**src/inc/codec_clk_pkg.sv**
```systemverilog
// Constants, types and decode helpers for mode and clock setup.
// Assumes a 200 MHz system clock.
package codec_clk_pkg;

   // ------------------------------------------------------------------
   // Timing
   // ------------------------------------------------------------------
   localparam int CLK_MHZ    = 200;                       // System clock rate
   localparam int WINDOW_MS  = 10;                        // Port-enable window
   localparam int WINDOW_CYC = WINDOW_MS * 1000 * CLK_MHZ;
   localparam int PWRUP_US   = 85;                        // Power-up time
   localparam int PWRUP_CYC  = PWRUP_US * CLK_MHZ;
   localparam int STRAP_CYC  = 4;                         // Strap sample point

   // ------------------------------------------------------------------
   // Register map, fields and reset values
   // ------------------------------------------------------------------
   localparam logic [7:0] ADDR_MODE1  = 8'h01;  // mode_control_one
   localparam logic [7:0] ADDR_POWER  = 8'h07;  // power_and_port_enable
   localparam logic [7:0] ADDR_STATUS = 8'h08;  // Read-only status
   localparam int MODE1_SPEED_LSB = 6;          // Speed select, two bits
   localparam int MODE1_RATIO_HI  = 5;          // clock_ratio_upper
   localparam int MODE1_RATIO_LO  = 4;          // clock_ratio_lower
   localparam int MODE1_MASTER    = 3;          // Master/slave select
   localparam int MODE1_SLOW_FILT = 2;          // Slow roll-off filter
   localparam int MODE1_FMT_I2S   = 0;          // I2S when set
   localparam int POWER_PDN       = 0;          // power_down_bit
   localparam int POWER_PORT_ENABLE_BIT      = 1;          // port_enable_bit
   localparam logic [7:0] MODE1_RST = 8'h00;    // Slave, single, LJ
   localparam logic [7:0] POWER_RST = 8'h00;
   localparam logic [6:0] CHIP_ADDR = 7'h2a;    // Arbitrary value

   // ------------------------------------------------------------------
   // Types
   // ------------------------------------------------------------------
   typedef enum logic [1:0] {
      SPD_SINGLE = 2'h0,
      SPD_DOUBLE = 2'h1,
      SPD_QUAD   = 2'h2
   } speed_t;

   // Gray codes along wait -> down -> up -> run
   typedef enum logic [2:0] {
      ST_WAIT    = 3'h0,
      ST_CP_DOWN = 3'h1,
      ST_CP_UP   = 3'h3,
      ST_CP_RUN  = 3'h2,
      ST_PIN_RUN = 3'h4
   } mode_st_t;

   // ------------------------------------------------------------------
   // Helpers
   // ------------------------------------------------------------------
   // Speed select decode: 00 and 01 single, 10 double, 11 quad
   function automatic speed_t spd_decode(input logic [1:0] sel);
      spd_decode = !sel[1] ? SPD_SINGLE : (sel[0] ? SPD_QUAD : SPD_DOUBLE);
   endfunction

   // Log2 of master clocks per frame; lower ratio bit unused
   function automatic logic [3:0] ratio_log2(input speed_t spd, input logic hi);
      case (spd)
         SPD_SINGLE: ratio_log2 = hi ? 4'h9 : 4'h8;
         SPD_DOUBLE: ratio_log2 = hi ? 4'h8 : 4'h7;
         default:    ratio_log2 = 4'h7;
      endcase
   endfunction

endpackage

```
**src/hw/ctrl_port_slave.sv**
```systemverilog
// Serial control port slave: chip address byte, map byte, data bytes.
// Assumes async pins and a port clock far slower than clk_i.
module ctrl_port_slave (
   // Clock and reset
   input  wire logic       clk_i,
   input  wire logic       rst_b_i,
   // Port pins
   input  wire logic       cclk_i,
   input  wire logic       cs_b_i,
   input  wire logic       cdin_i,
   output logic            cdout_o,
   output logic            cdout_oe_b_o,
   // Register side
   output logic            wr_o,
   output logic [7:0]      waddr_o,
   output logic [7:0]      wdata_o,
   output logic [7:0]      map_o,
   input  wire logic [7:0] rdata_i
);

   // ------------------------------------------------------------------
   // State
   // ------------------------------------------------------------------
   typedef struct packed {
      logic [2:0] s1;      // First sync stage: {cclk, cs_b, cdin}
      logic [2:0] s2;      // Second sync stage
      logic       cclk_d;  // Delayed port clock for edges
      logic [7:0] shift;   // Incoming bits
      logic [2:0] bitcnt;  // Bit within byte
      logic [1:0] bytecnt; // Byte within frame, saturates at 2
      logic       sel;     // Chip address matched
      logic       rw;      // Read frame
      logic [7:0] map;     // Register pointer
      logic [7:0] dsr;     // Outgoing bits
      logic       dout;    // Pin level
      logic       wr;      // Write strobe
      logic [7:0] waddr;
      logic [7:0] wdata;
   } cps_t;

   cps_t r;    // Registered state
   cps_t n;    // Next state
   logic [7:0] byte_in; // Byte completed on this edge

   // Next state
   always_comb begin
      n = r;
      n.s1 = {cclk_i, cs_b_i, cdin_i};
      n.s2 = r.s1;
      n.cclk_d = r.s2[2];
      n.wr = 1'b0;
      byte_in = {r.shift[6:0], r.s2[0]};
      if (r.s2[1]) begin
         // Deselected: frame ends, pointer kept
         n.bitcnt = '0;
         n.bytecnt = '0;
         n.sel = 1'b0;
         n.rw = 1'b0;
      end else if (r.s2[2] && !r.cclk_d) begin
         // Rising port clock: sample one bit
         n.shift = byte_in;
         n.bitcnt = r.bitcnt + 3'h1;
         if (r.bitcnt == 3'h7) begin
            case (r.bytecnt)
               2'h0: begin
                  n.sel = (byte_in[7:1] == codec_clk_pkg::CHIP_ADDR);
                  n.rw = byte_in[0];
                  n.dout = rdata_i[7];
                  n.dsr = rdata_i;
               end
               2'h1: begin
                  if (r.sel && !r.rw) begin
                     n.map = byte_in;
                  end
               end
               default: begin
                  // Data byte: write at pointer, then step pointer
                  if (r.sel && !r.rw) begin
                     n.wr = 1'b1;
                     n.waddr = r.map;
                     n.wdata = byte_in;
                     n.map = r.map + 8'h01;
                  end
               end
            endcase
            if (r.bytecnt != 2'h2) begin
               n.bytecnt = r.bytecnt + 2'h1;
            end
         end
      end else if (!r.s2[2] && r.cclk_d && r.sel && r.rw && r.bytecnt != 2'h0) begin
         // Each fall in a read puts out the next bit, bit 7 first
         n.dout = r.dsr[7];
         n.dsr = {r.dsr[6:0], 1'b0};
      end
   end

   // State register
   always_ff @(posedge clk_i or negedge rst_b_i) begin
      if (!rst_b_i) begin
         r <= '0;
      end else begin
         r <= n;
      end
   end

   // Outputs
   assign cdout_o      = r.dout;
   assign cdout_oe_b_o = ~(r.sel & r.rw & ~r.s2[1]);
   assign wr_o         = r.wr;
   assign waddr_o      = r.waddr;
   assign wdata_o      = r.wdata;
   assign map_o        = r.map;

endmodule

```
**src/hw/codec_clk_ctrl.sv**
```systemverilog
// Mode selection, control-port entry, power-up and clock generation.
// Assumes async pins, and master and crystal clocks
// well below clk_i (200 MHz).
//
// Contract
// - Pin mode always uses fast roll-off filter
// - Speed pins: 0x single, 10 double, 11 quad
// - De-emphasis only when both speed pins low
// - Format pin high I2S, low left-justified
// - Reset low restores register defaults
// - After reset: low power, port accessible
// - Internal master clock out within 1 ms
// - Clearing power-down starts 85 us power-up
// - Master drives frame and 64x bit clocks
// - Port mode defaults slave, master via 01h
// - Sample rates 4 to 200 kHz, three speeds
// - Crystal fitted: buffered clock driven out
// - Upper ratio bit picks master-clock ratio in single and double speed
// - Don't-care ratio bits are ignored
// - Pin mode slave unless output pin pulled up
module codec_clk_ctrl #(
   parameter int WINDOW_CYCLES = codec_clk_pkg::WINDOW_CYC, // Port-enable window
   parameter int PWRUP_CYCLES  = codec_clk_pkg::PWRUP_CYC   // Power-up time
) (
   // Clock and reset
   input  wire logic   clk_i,
   input  wire logic   rst_b_i,
   // Mode pins
   input  wire logic   speed_select_high_i,
   input  wire logic   speed_select_low_i,
   input  wire logic   format_select_pin_i,
   input  wire logic   serial_data_out_i,
   input  wire logic   crystal_fitted_i,
   // Clock pins
   input  wire logic   crystal_input_i,
   input  wire logic   mclk_i,
   output logic        mclk_o,
   output logic        mclk_oe_b_o,
   input  wire logic   frame_clock_i,
   output logic        frame_clock_o,
   output logic        frame_clock_oe_b_o,
   input  wire logic   bit_clock_i,
   output logic        bit_clock_o,
   output logic        bit_clock_oe_b_o,
   // Control port pins
   input  wire logic   cclk_i,
   input  wire logic   cs_b_i,
   input  wire logic   cdin_i,
   output logic        cdout_o,
   output logic        cdout_oe_b_o,
   // Mode outputs to the converter core
   output codec_clk_pkg::speed_t speed_mode_o,
   output logic        deemph_44k_o,
   output logic        format_i2s_o,
   output logic        fast_filter_o,
   output logic        master_mode_o,
   output logic        low_power_o
);

   // ------------------------------------------------------------------
   // State
   // ------------------------------------------------------------------
   // Pin bundle through the two-flop synchroniser
   typedef struct packed {
      logic m1;     // speed_select_high
      logic m0;     // speed_select_low
      logic fmt;    // format_select_pin
      logic sdo;    // serial_data_out strap
      logic xfit;   // Crystal fitted strap
      logic crystal_input;    // crystal_input
      logic mclk;   // Master clock input
      logic fclk;   // Frame clock input
      logic bclk;   // Bit clock input
   } pins_t;

   typedef struct packed {
      pins_t                   s1;      // First sync stage
      pins_t                   s2;      // Second sync stage
      logic                    mck_d;   // Delayed master clock source
      codec_clk_pkg::mode_st_t st;      // Operating state
      logic [20:0]             tmr;     // Window and power-up timer
      logic                    s_mst;   // Captured master strap
      logic                    s_xtal;  // Captured crystal strap
      logic [7:0]              mode1;   // mode_control_one
      logic [7:0]              power;   // power_and_port_enable
      logic [8:0]              div;     // Master clock divider
      logic                    mclk;    // Buffered crystal clock
      logic                    fclk;    // Generated frame clock
      logic                    bclk;    // Generated bit clock
      codec_clk_pkg::speed_t   speed;
      logic                    deemph;
      logic                    i2s;
      logic                    fast;
      logic                    master;
   } ctl_t;

   ctl_t       r;       // Registered state
   ctl_t       n;       // Next state
   logic       wr;      // Write strobe from control port
   logic [7:0] waddr;   // Write address
   logic [7:0] wdata;   // Write data
   logic [7:0] map;     // Read pointer
   logic [7:0] rdata;   // Read data
   logic       run;     // Normal operation
   logic       src;     // Selected master clock level
   logic       rise;    // Master clock rising edge
   logic [3:0] lg;      // Log2 of master clocks per frame

   // ------------------------------------------------------------------
   // Control port
   // ------------------------------------------------------------------
   ctrl_port_slave u_port (
      .clk_i        (clk_i),
      .rst_b_i      (rst_b_i),
      .cclk_i       (cclk_i),
      .cs_b_i       (cs_b_i),
      .cdin_i       (cdin_i),
      .cdout_o      (cdout_o),
      .cdout_oe_b_o (cdout_oe_b_o),
      .wr_o         (wr),
      .waddr_o      (waddr),
      .wdata_o      (wdata),
      .map_o        (map),
      .rdata_i      (rdata)
   );

   // Read mux; unmapped addresses read zero
   always_comb begin
      case (map)
         codec_clk_pkg::ADDR_MODE1:  rdata = r.mode1;
         codec_clk_pkg::ADDR_POWER:  rdata = r.power;
         codec_clk_pkg::ADDR_STATUS: rdata = {1'b0, r.s2.fclk, r.s2.bclk,
                                              r.s_xtal, r.master, r.st};
         default:                    rdata = 8'h00;
      endcase
   end

   // ------------------------------------------------------------------
   // Next state
   // ------------------------------------------------------------------
   always_comb begin
      n = r;
      n.s1 = '{speed_select_high_i, speed_select_low_i, format_select_pin_i,
               serial_data_out_i, crystal_fitted_i, crystal_input_i,
               mclk_i, frame_clock_i, bit_clock_i};
      n.s2 = r.s1;

      // Straps caught once synced after release
      if (r.st == codec_clk_pkg::ST_WAIT &&
          r.tmr == 21'(codec_clk_pkg::STRAP_CYC - 1)) begin
         n.s_mst = r.s2.sdo;
         n.s_xtal = r.s2.xfit;
      end

      // crystal copy out; else mclk pin in
      n.mclk = r.s2.crystal_input;
      src = r.s_xtal ? r.s2.crystal_input : r.s2.mclk;
      n.mck_d = src;
      rise = src & ~r.mck_d;

      // Register writes; ignored in pin mode
      // port accepted in low power
      if (wr && r.st != codec_clk_pkg::ST_PIN_RUN) begin
         if (waddr == codec_clk_pkg::ADDR_MODE1) begin
            n.mode1 = wdata;
         end else if (waddr == codec_clk_pkg::ADDR_POWER) begin
            n.power = wdata;
         end
      end

      // Operating state
      case (r.st)
         codec_clk_pkg::ST_WAIT: begin
            n.tmr = r.tmr + 21'h1;
            if (n.power[codec_clk_pkg::POWER_PORT_ENABLE_BIT]) begin
               n.tmr = '0;
               n.st = n.power[codec_clk_pkg::POWER_PDN] ?
                      codec_clk_pkg::ST_CP_DOWN : codec_clk_pkg::ST_CP_UP;
            end else if (r.tmr == 21'(WINDOW_CYCLES - 1)) begin
               // Window missed: run from the pins
               n.st = codec_clk_pkg::ST_PIN_RUN;
            end
         end
         codec_clk_pkg::ST_CP_DOWN: begin
            if (!n.power[codec_clk_pkg::POWER_PDN]) begin
               n.tmr = '0;
               n.st = codec_clk_pkg::ST_CP_UP;
            end
         end
         codec_clk_pkg::ST_CP_UP: begin
            n.tmr = r.tmr + 21'h1;
            if (n.power[codec_clk_pkg::POWER_PDN]) begin
               n.st = codec_clk_pkg::ST_CP_DOWN;
            end else if (r.tmr == 21'(PWRUP_CYCLES - 1)) begin
               n.st = codec_clk_pkg::ST_CP_RUN;
            end
         end
         codec_clk_pkg::ST_CP_RUN: begin
            if (n.power[codec_clk_pkg::POWER_PDN]) begin
               n.st = codec_clk_pkg::ST_CP_DOWN;
            end
         end
         codec_clk_pkg::ST_PIN_RUN: begin
            n.st = codec_clk_pkg::ST_PIN_RUN;
         end
         default: begin
            n.st = codec_clk_pkg::ST_WAIT;
         end
      endcase

      // Mode decode from pins or from register
      if (r.st == codec_clk_pkg::ST_PIN_RUN) begin
         n.speed = codec_clk_pkg::spd_decode({r.s2.m1, r.s2.m0});
         n.deemph = !r.s2.m1 && !r.s2.m0;
         n.i2s = r.s2.fmt;
         n.fast = 1'b1;
         n.master = r.s_mst;
         lg = codec_clk_pkg::ratio_log2(n.speed, 1'b0);
      end else begin
         n.speed = codec_clk_pkg::spd_decode(
                      r.mode1[codec_clk_pkg::MODE1_SPEED_LSB +: 2]);
         n.deemph = 1'b0;
         n.i2s = r.mode1[codec_clk_pkg::MODE1_FMT_I2S];
         n.fast = !r.mode1[codec_clk_pkg::MODE1_SLOW_FILT];
         n.master = r.mode1[codec_clk_pkg::MODE1_MASTER];
         // upper bit sets ratio in single and double speed; lower bit unused
         lg = codec_clk_pkg::ratio_log2(n.speed,
                 r.mode1[codec_clk_pkg::MODE1_RATIO_HI]);
      end

      // frame and 64x bit clock from master clock
      run = (r.st == codec_clk_pkg::ST_CP_RUN) ||
            (r.st == codec_clk_pkg::ST_PIN_RUN);
      if (!(run && r.master)) begin
         n.div = '0;
      end else if (rise) begin
         n.div = r.div + 9'h001;
      end
      // Left half is low for I2S and high for left-justified
      n.fclk = n.div[lg - 4'h1] ^ ~n.i2s;
      n.bclk = n.div[lg - 4'h7];
   end

   // ------------------------------------------------------------------
   // State register
   // ------------------------------------------------------------------
   // reset restores register defaults
   always_ff @(posedge clk_i or negedge rst_b_i) begin
      if (!rst_b_i) begin
         r <= '0;
         r.mode1 <= codec_clk_pkg::MODE1_RST;
         r.power <= codec_clk_pkg::POWER_RST;
      end else begin
         r <= n;
      end
   end

   // ------------------------------------------------------------------
   // Outputs
   // ------------------------------------------------------------------
   // crystal copy out after strap capture
   assign mclk_o             = r.mclk;
   assign mclk_oe_b_o        = ~r.s_xtal;
   assign frame_clock_o      = r.fclk;
   assign bit_clock_o        = r.bclk;
   // Slave mode leaves both clock pins undriven
   assign frame_clock_oe_b_o = ~(r.master && (r.st == codec_clk_pkg::ST_CP_RUN ||
                                              r.st == codec_clk_pkg::ST_PIN_RUN));
   assign bit_clock_oe_b_o   = frame_clock_oe_b_o;
   assign speed_mode_o       = r.speed;
   assign deemph_44k_o       = r.deemph;
   assign format_i2s_o       = r.i2s;
   assign fast_filter_o      = r.fast;
   assign master_mode_o      = r.master;
   assign low_power_o        = (r.st != codec_clk_pkg::ST_CP_RUN) &&
                               (r.st != codec_clk_pkg::ST_PIN_RUN);

endmodule

```
**config.mk**
```make
export PLATFORM = sky130hd
export DESIGN_NAME = codec_clk_ctrl
export DESIGN_NICKNAME = d
export VERILOG_FILES = /design/src/inc/codec_clk_pkg.sv /design/src/hw/ctrl_port_slave.sv /design/src/hw/codec_clk_ctrl.sv
export SDC_FILE = /design/constraint.sdc
export NUM_CORES = 1
export LEC_CHECK = 0
export BUFFER_PORTS_ARGS = -buffer_cell sky130_fd_sc_hd__buf_4
export CAP_MARGIN = 20
export CELL_PAD_IN_SITES_DETAIL_PLACEMENT = 0
export CELL_PAD_IN_SITES_GLOBAL_PLACEMENT = 2
export CORE_UTILIZATION = 34
export CTS_BUF_LIST = sky130_fd_sc_hd__clkbuf_4 sky130_fd_sc_hd__clkbuf_8
export DETAILED_ROUTE_END_ITERATION = 10
export PLACE_DENSITY_LB_ADDON = 0.1
export RECOVER_POWER = 50
export SLEW_MARGIN = 25
export SYNTH_ARGS = -nofsm -noshare
export SYNTH_HDL_FRONTEND = slang
export SYNTH_SLANG_ARGS = --single-unit
```
**constraint.sdc**
```tcl
create_clock -name clk_i -period 3.9 [get_ports clk_i]
set_input_delay 0.585 -clock clk_i [delete_from_list [all_inputs] [get_ports clk_i]]
set_output_delay 0.585 -clock clk_i [all_outputs]
set_load 0.01 [all_outputs]
```
==> results.yml <==
placed_design:
  dpl_cell_area_um2: 6600
  portBuffers: 28
  gp_congestion: 0.799
  dp_hpwl_um: 9520
timing:
  fin_tns_setup_ns: 0
  final_hold_viol_count: 0
  finalCritPeriodShare: 0.834
  worst_pin_slew_ns: 2.36
  drv_slew: 93
  setup_violations: 0
  min_period_ns: 3.25
  max_freq_ghz: 0.307
  fin_skew_ns: 0.0123
  fin_hold_ws_ns: 0.263
  relSlewSlack: -0.571
  rsz0062_at_grt: "false"
drt:
  via_count: 4259
  drtPass1Iterations: 4
  drc: 0
  wl_per_cell_um: 16.6
  viasPerCell: 5.11
  totalWireLength_um: 13800
  ant_nets: 0
  detailedRoute.firstIterationViolations: 228
clock_tree:
  clkLatencyLatePin_ns: 0.45
  cts_hold_buf: 0
  clkSinkCount: 134
  post_cts_resized: 0
  htree_num_levels: 4
  clk_pin_slew_ns: 0.08
  post_cts_buffers: 0
  cts-root-buf: "clkbuf_8"
  cts_buffers: 17
  cts_max_path_buffers: 2
  cts_tree: "built"
job:
  maxCapViolCount: 1
synthesis:
  syn_area_per_cell_um2: 10.9
  ys_seq_area_frac: 0.543
  async_flop_share: 1.00
  synthesis.area_um2: 6180
  ys.flop_type: "dfrtp_1"
  synth-seq-cells: 134
  synth_edf_count: 0
  syn_inst: 565
  synth.distinct_cells: 56
  syn_nets: 593
  ys_warn_count: 0
floorplanning:
  core_um2: 17500
  start_util: 0.352
  dieArea_um2: 18700
  num_rows: 48
  die_y_um: 137
  ioPinCount: 29
  dieWidth_um: 137
setup_path:
  worstSetupPathType: "reg2reg"
  endpoint_kind: "flop"
  start_kind: "flop"
  critPathArrivalTime_ns: 3.59
  path_max_fanout: 15
  critPathRequiredTime_ns: 4.23
outcome:
  status: "complete, but fails checks"
  violations: "max-capacitance violations, max-slew violations"
power_and_ir_drop:
  powerDensity_nw_per_um2: 415
  p_leak_nw: 3.03
  ir_drop_uv: 285
final_layout:
  layout-drive-gt1-share: 0.189
  final_area_um2: 7050
  syn_to_final_growth_pct: 14.1
  final_common_cell: "dfrtp_1"
  antenna_cells: 0
  final_cell_mix: "dfrtp_1 (134), nand2_1 (58), nor2_1 (46)"
  final_nets: 623
global_routing:
  antenna_found_initial: 0
  grt_max_degree: 93
  grt_pass1_wl_um: 22500
  grt_usage: 0.161
  grt_pass1_vias: 4169
  overflow: 0
worst_hold_path:
  min_path_type: "in2reg"
## stage by stage
| step | utilization | setup slack (ns) | std cells | total power, mW |
|---|---|---|---|---|
| final | 0.402 | 0.646 | 833 | 2.93 |
| after global routing | 0.402 | 0.369 | 833 | 3.05 |
| after CTS | 0.403 | 0.622 | 833 | 2.98 |
| after detailed placement | 0.376 | 0.651 | 801 | 1.61 |
| after global placement | 0.376 | 0.757 | 801 | 1.61 |
| after floorplan | - | 1.23 | 565 | 1.54 |
## synth_stat cells (5+ instances only)
| cell type | n | area share |
|---|---|---|
| xnor2_1 | 16 | 0.023 |
| mux2_2 | 39 | 0.071 |
| nand3_1 | 17 | 0.014 |
| nor2_1 | 46 | 0.028 |
| nand2_1 | 58 | 0.035 |
| nand2b_1 | 7 | 0.0071 |
| mux2i_1 | 15 | 0.024 |
| o31ai_1 | 7 | 0.0085 |
| nand4_1 | 7 | 0.0071 |
| dfrtp_1 | 134 | 0.54 |
| a22oi_1 | 7 | 0.0085 |
| or4_1 | 6 | 0.0073 |
| nor3_1 | 23 | 0.019 |
| buf_2 | 5 | 0.0040 |
| a21oi_1 | 20 | 0.016 |
| clkbuf_1 | 12 | 0.0073 |
| nor2b_1 | 6 | 0.0061 |
| o21ai_0 | 30 | 0.024 |
| inv_1 | 17 | 0.010 |
| nor4_1 | 9 | 0.0091 |
| a31oi_1 | 6 | 0.0061 |
| ha_1 | 14 | 0.028 |
## kinds of logic (layout without fill, tap and decap cells)
logic type / after synthesis / in the layout / share of synthesized area
DFF: 134 / 134 / 0.543
and+or+nand+nor: 205 / 205 / 0.169
AOI/OAI and AO/OA: 96 / 96 / 0.103
muxes: 55 / 55 / 0.0990
xor gates and xnor gates: 20 / 20 / 0.0283
adders and majority gates: 14 / 14 / 0.0283
buffers and inverters: 41 / 84 / 0.0296
## power breakdown
| group | internal [mW] | total, mW | leakage (nW) | switching (mW) |
|---|---|---|---|---|
| clock | 0.821 | 1.34 | 0.238 | 0.524 |
| combinational | 0.0406 | 0.0883 | 1.02 | 0.0477 |
| sequential | 1.44 | 1.49 | 1.77 | 0.0569 |
## per-layer routing
layer,vias to the layer above,wire (um),global-route usage
met5,-,0,0
met2,63,6190,0.238
li1,2080,-,-
met4,0,181,0.0586
met3,14,417,0.0367
met1,2102,7020,0.230
## worst paths after layout
path,end,slack (ns),cells after the start,startpoint
max,r[47],0.65,7,r[58]
min,u_port.n[51],0.26,1,cs_b_i
max reg2reg,r[47],0.65,7,r[58]
min reg2reg,u_port.n[49],0.35,0,u_port.n[52]
max in group asynchronous,r[12],0.98,2,rst_b_i
min in group asynchronous,u_port.r[38],0.81,1,rst_b_i
## layout make-up
cell class              count  area (um^2)
inverters                  19         71.3
flip-flops and latches    134         3350
well taps                 225          282
repair buffers             33          238
multi-input cells         390         2640
clock buffers              23          292
clock inverters             9          173
fillers                  1735        10500
## worst max-delay path, cell delays in order (launching register included)
cell     delay, ns
dfrtp_1       0.71
nor3b_4       0.16
nor4_4        0.62
mux2i_1       0.41
inv_2         0.12
a211o_1       0.46
or2_2         0.41
o41ai_1       0.24
## state kept, by name, summed over array words and instances (netlist names), 2 cells and up
register / flops
r: 60
u_port.r: 17
n: 10
u_port.byte_in: 8
u_port.map_o: 8
u_port.waddr_o: 8
u_port.wdata_o: 8
u_port.n: 4
speed_mode_o: 2
No activity file was read; power rests on OpenSTA's default activity.
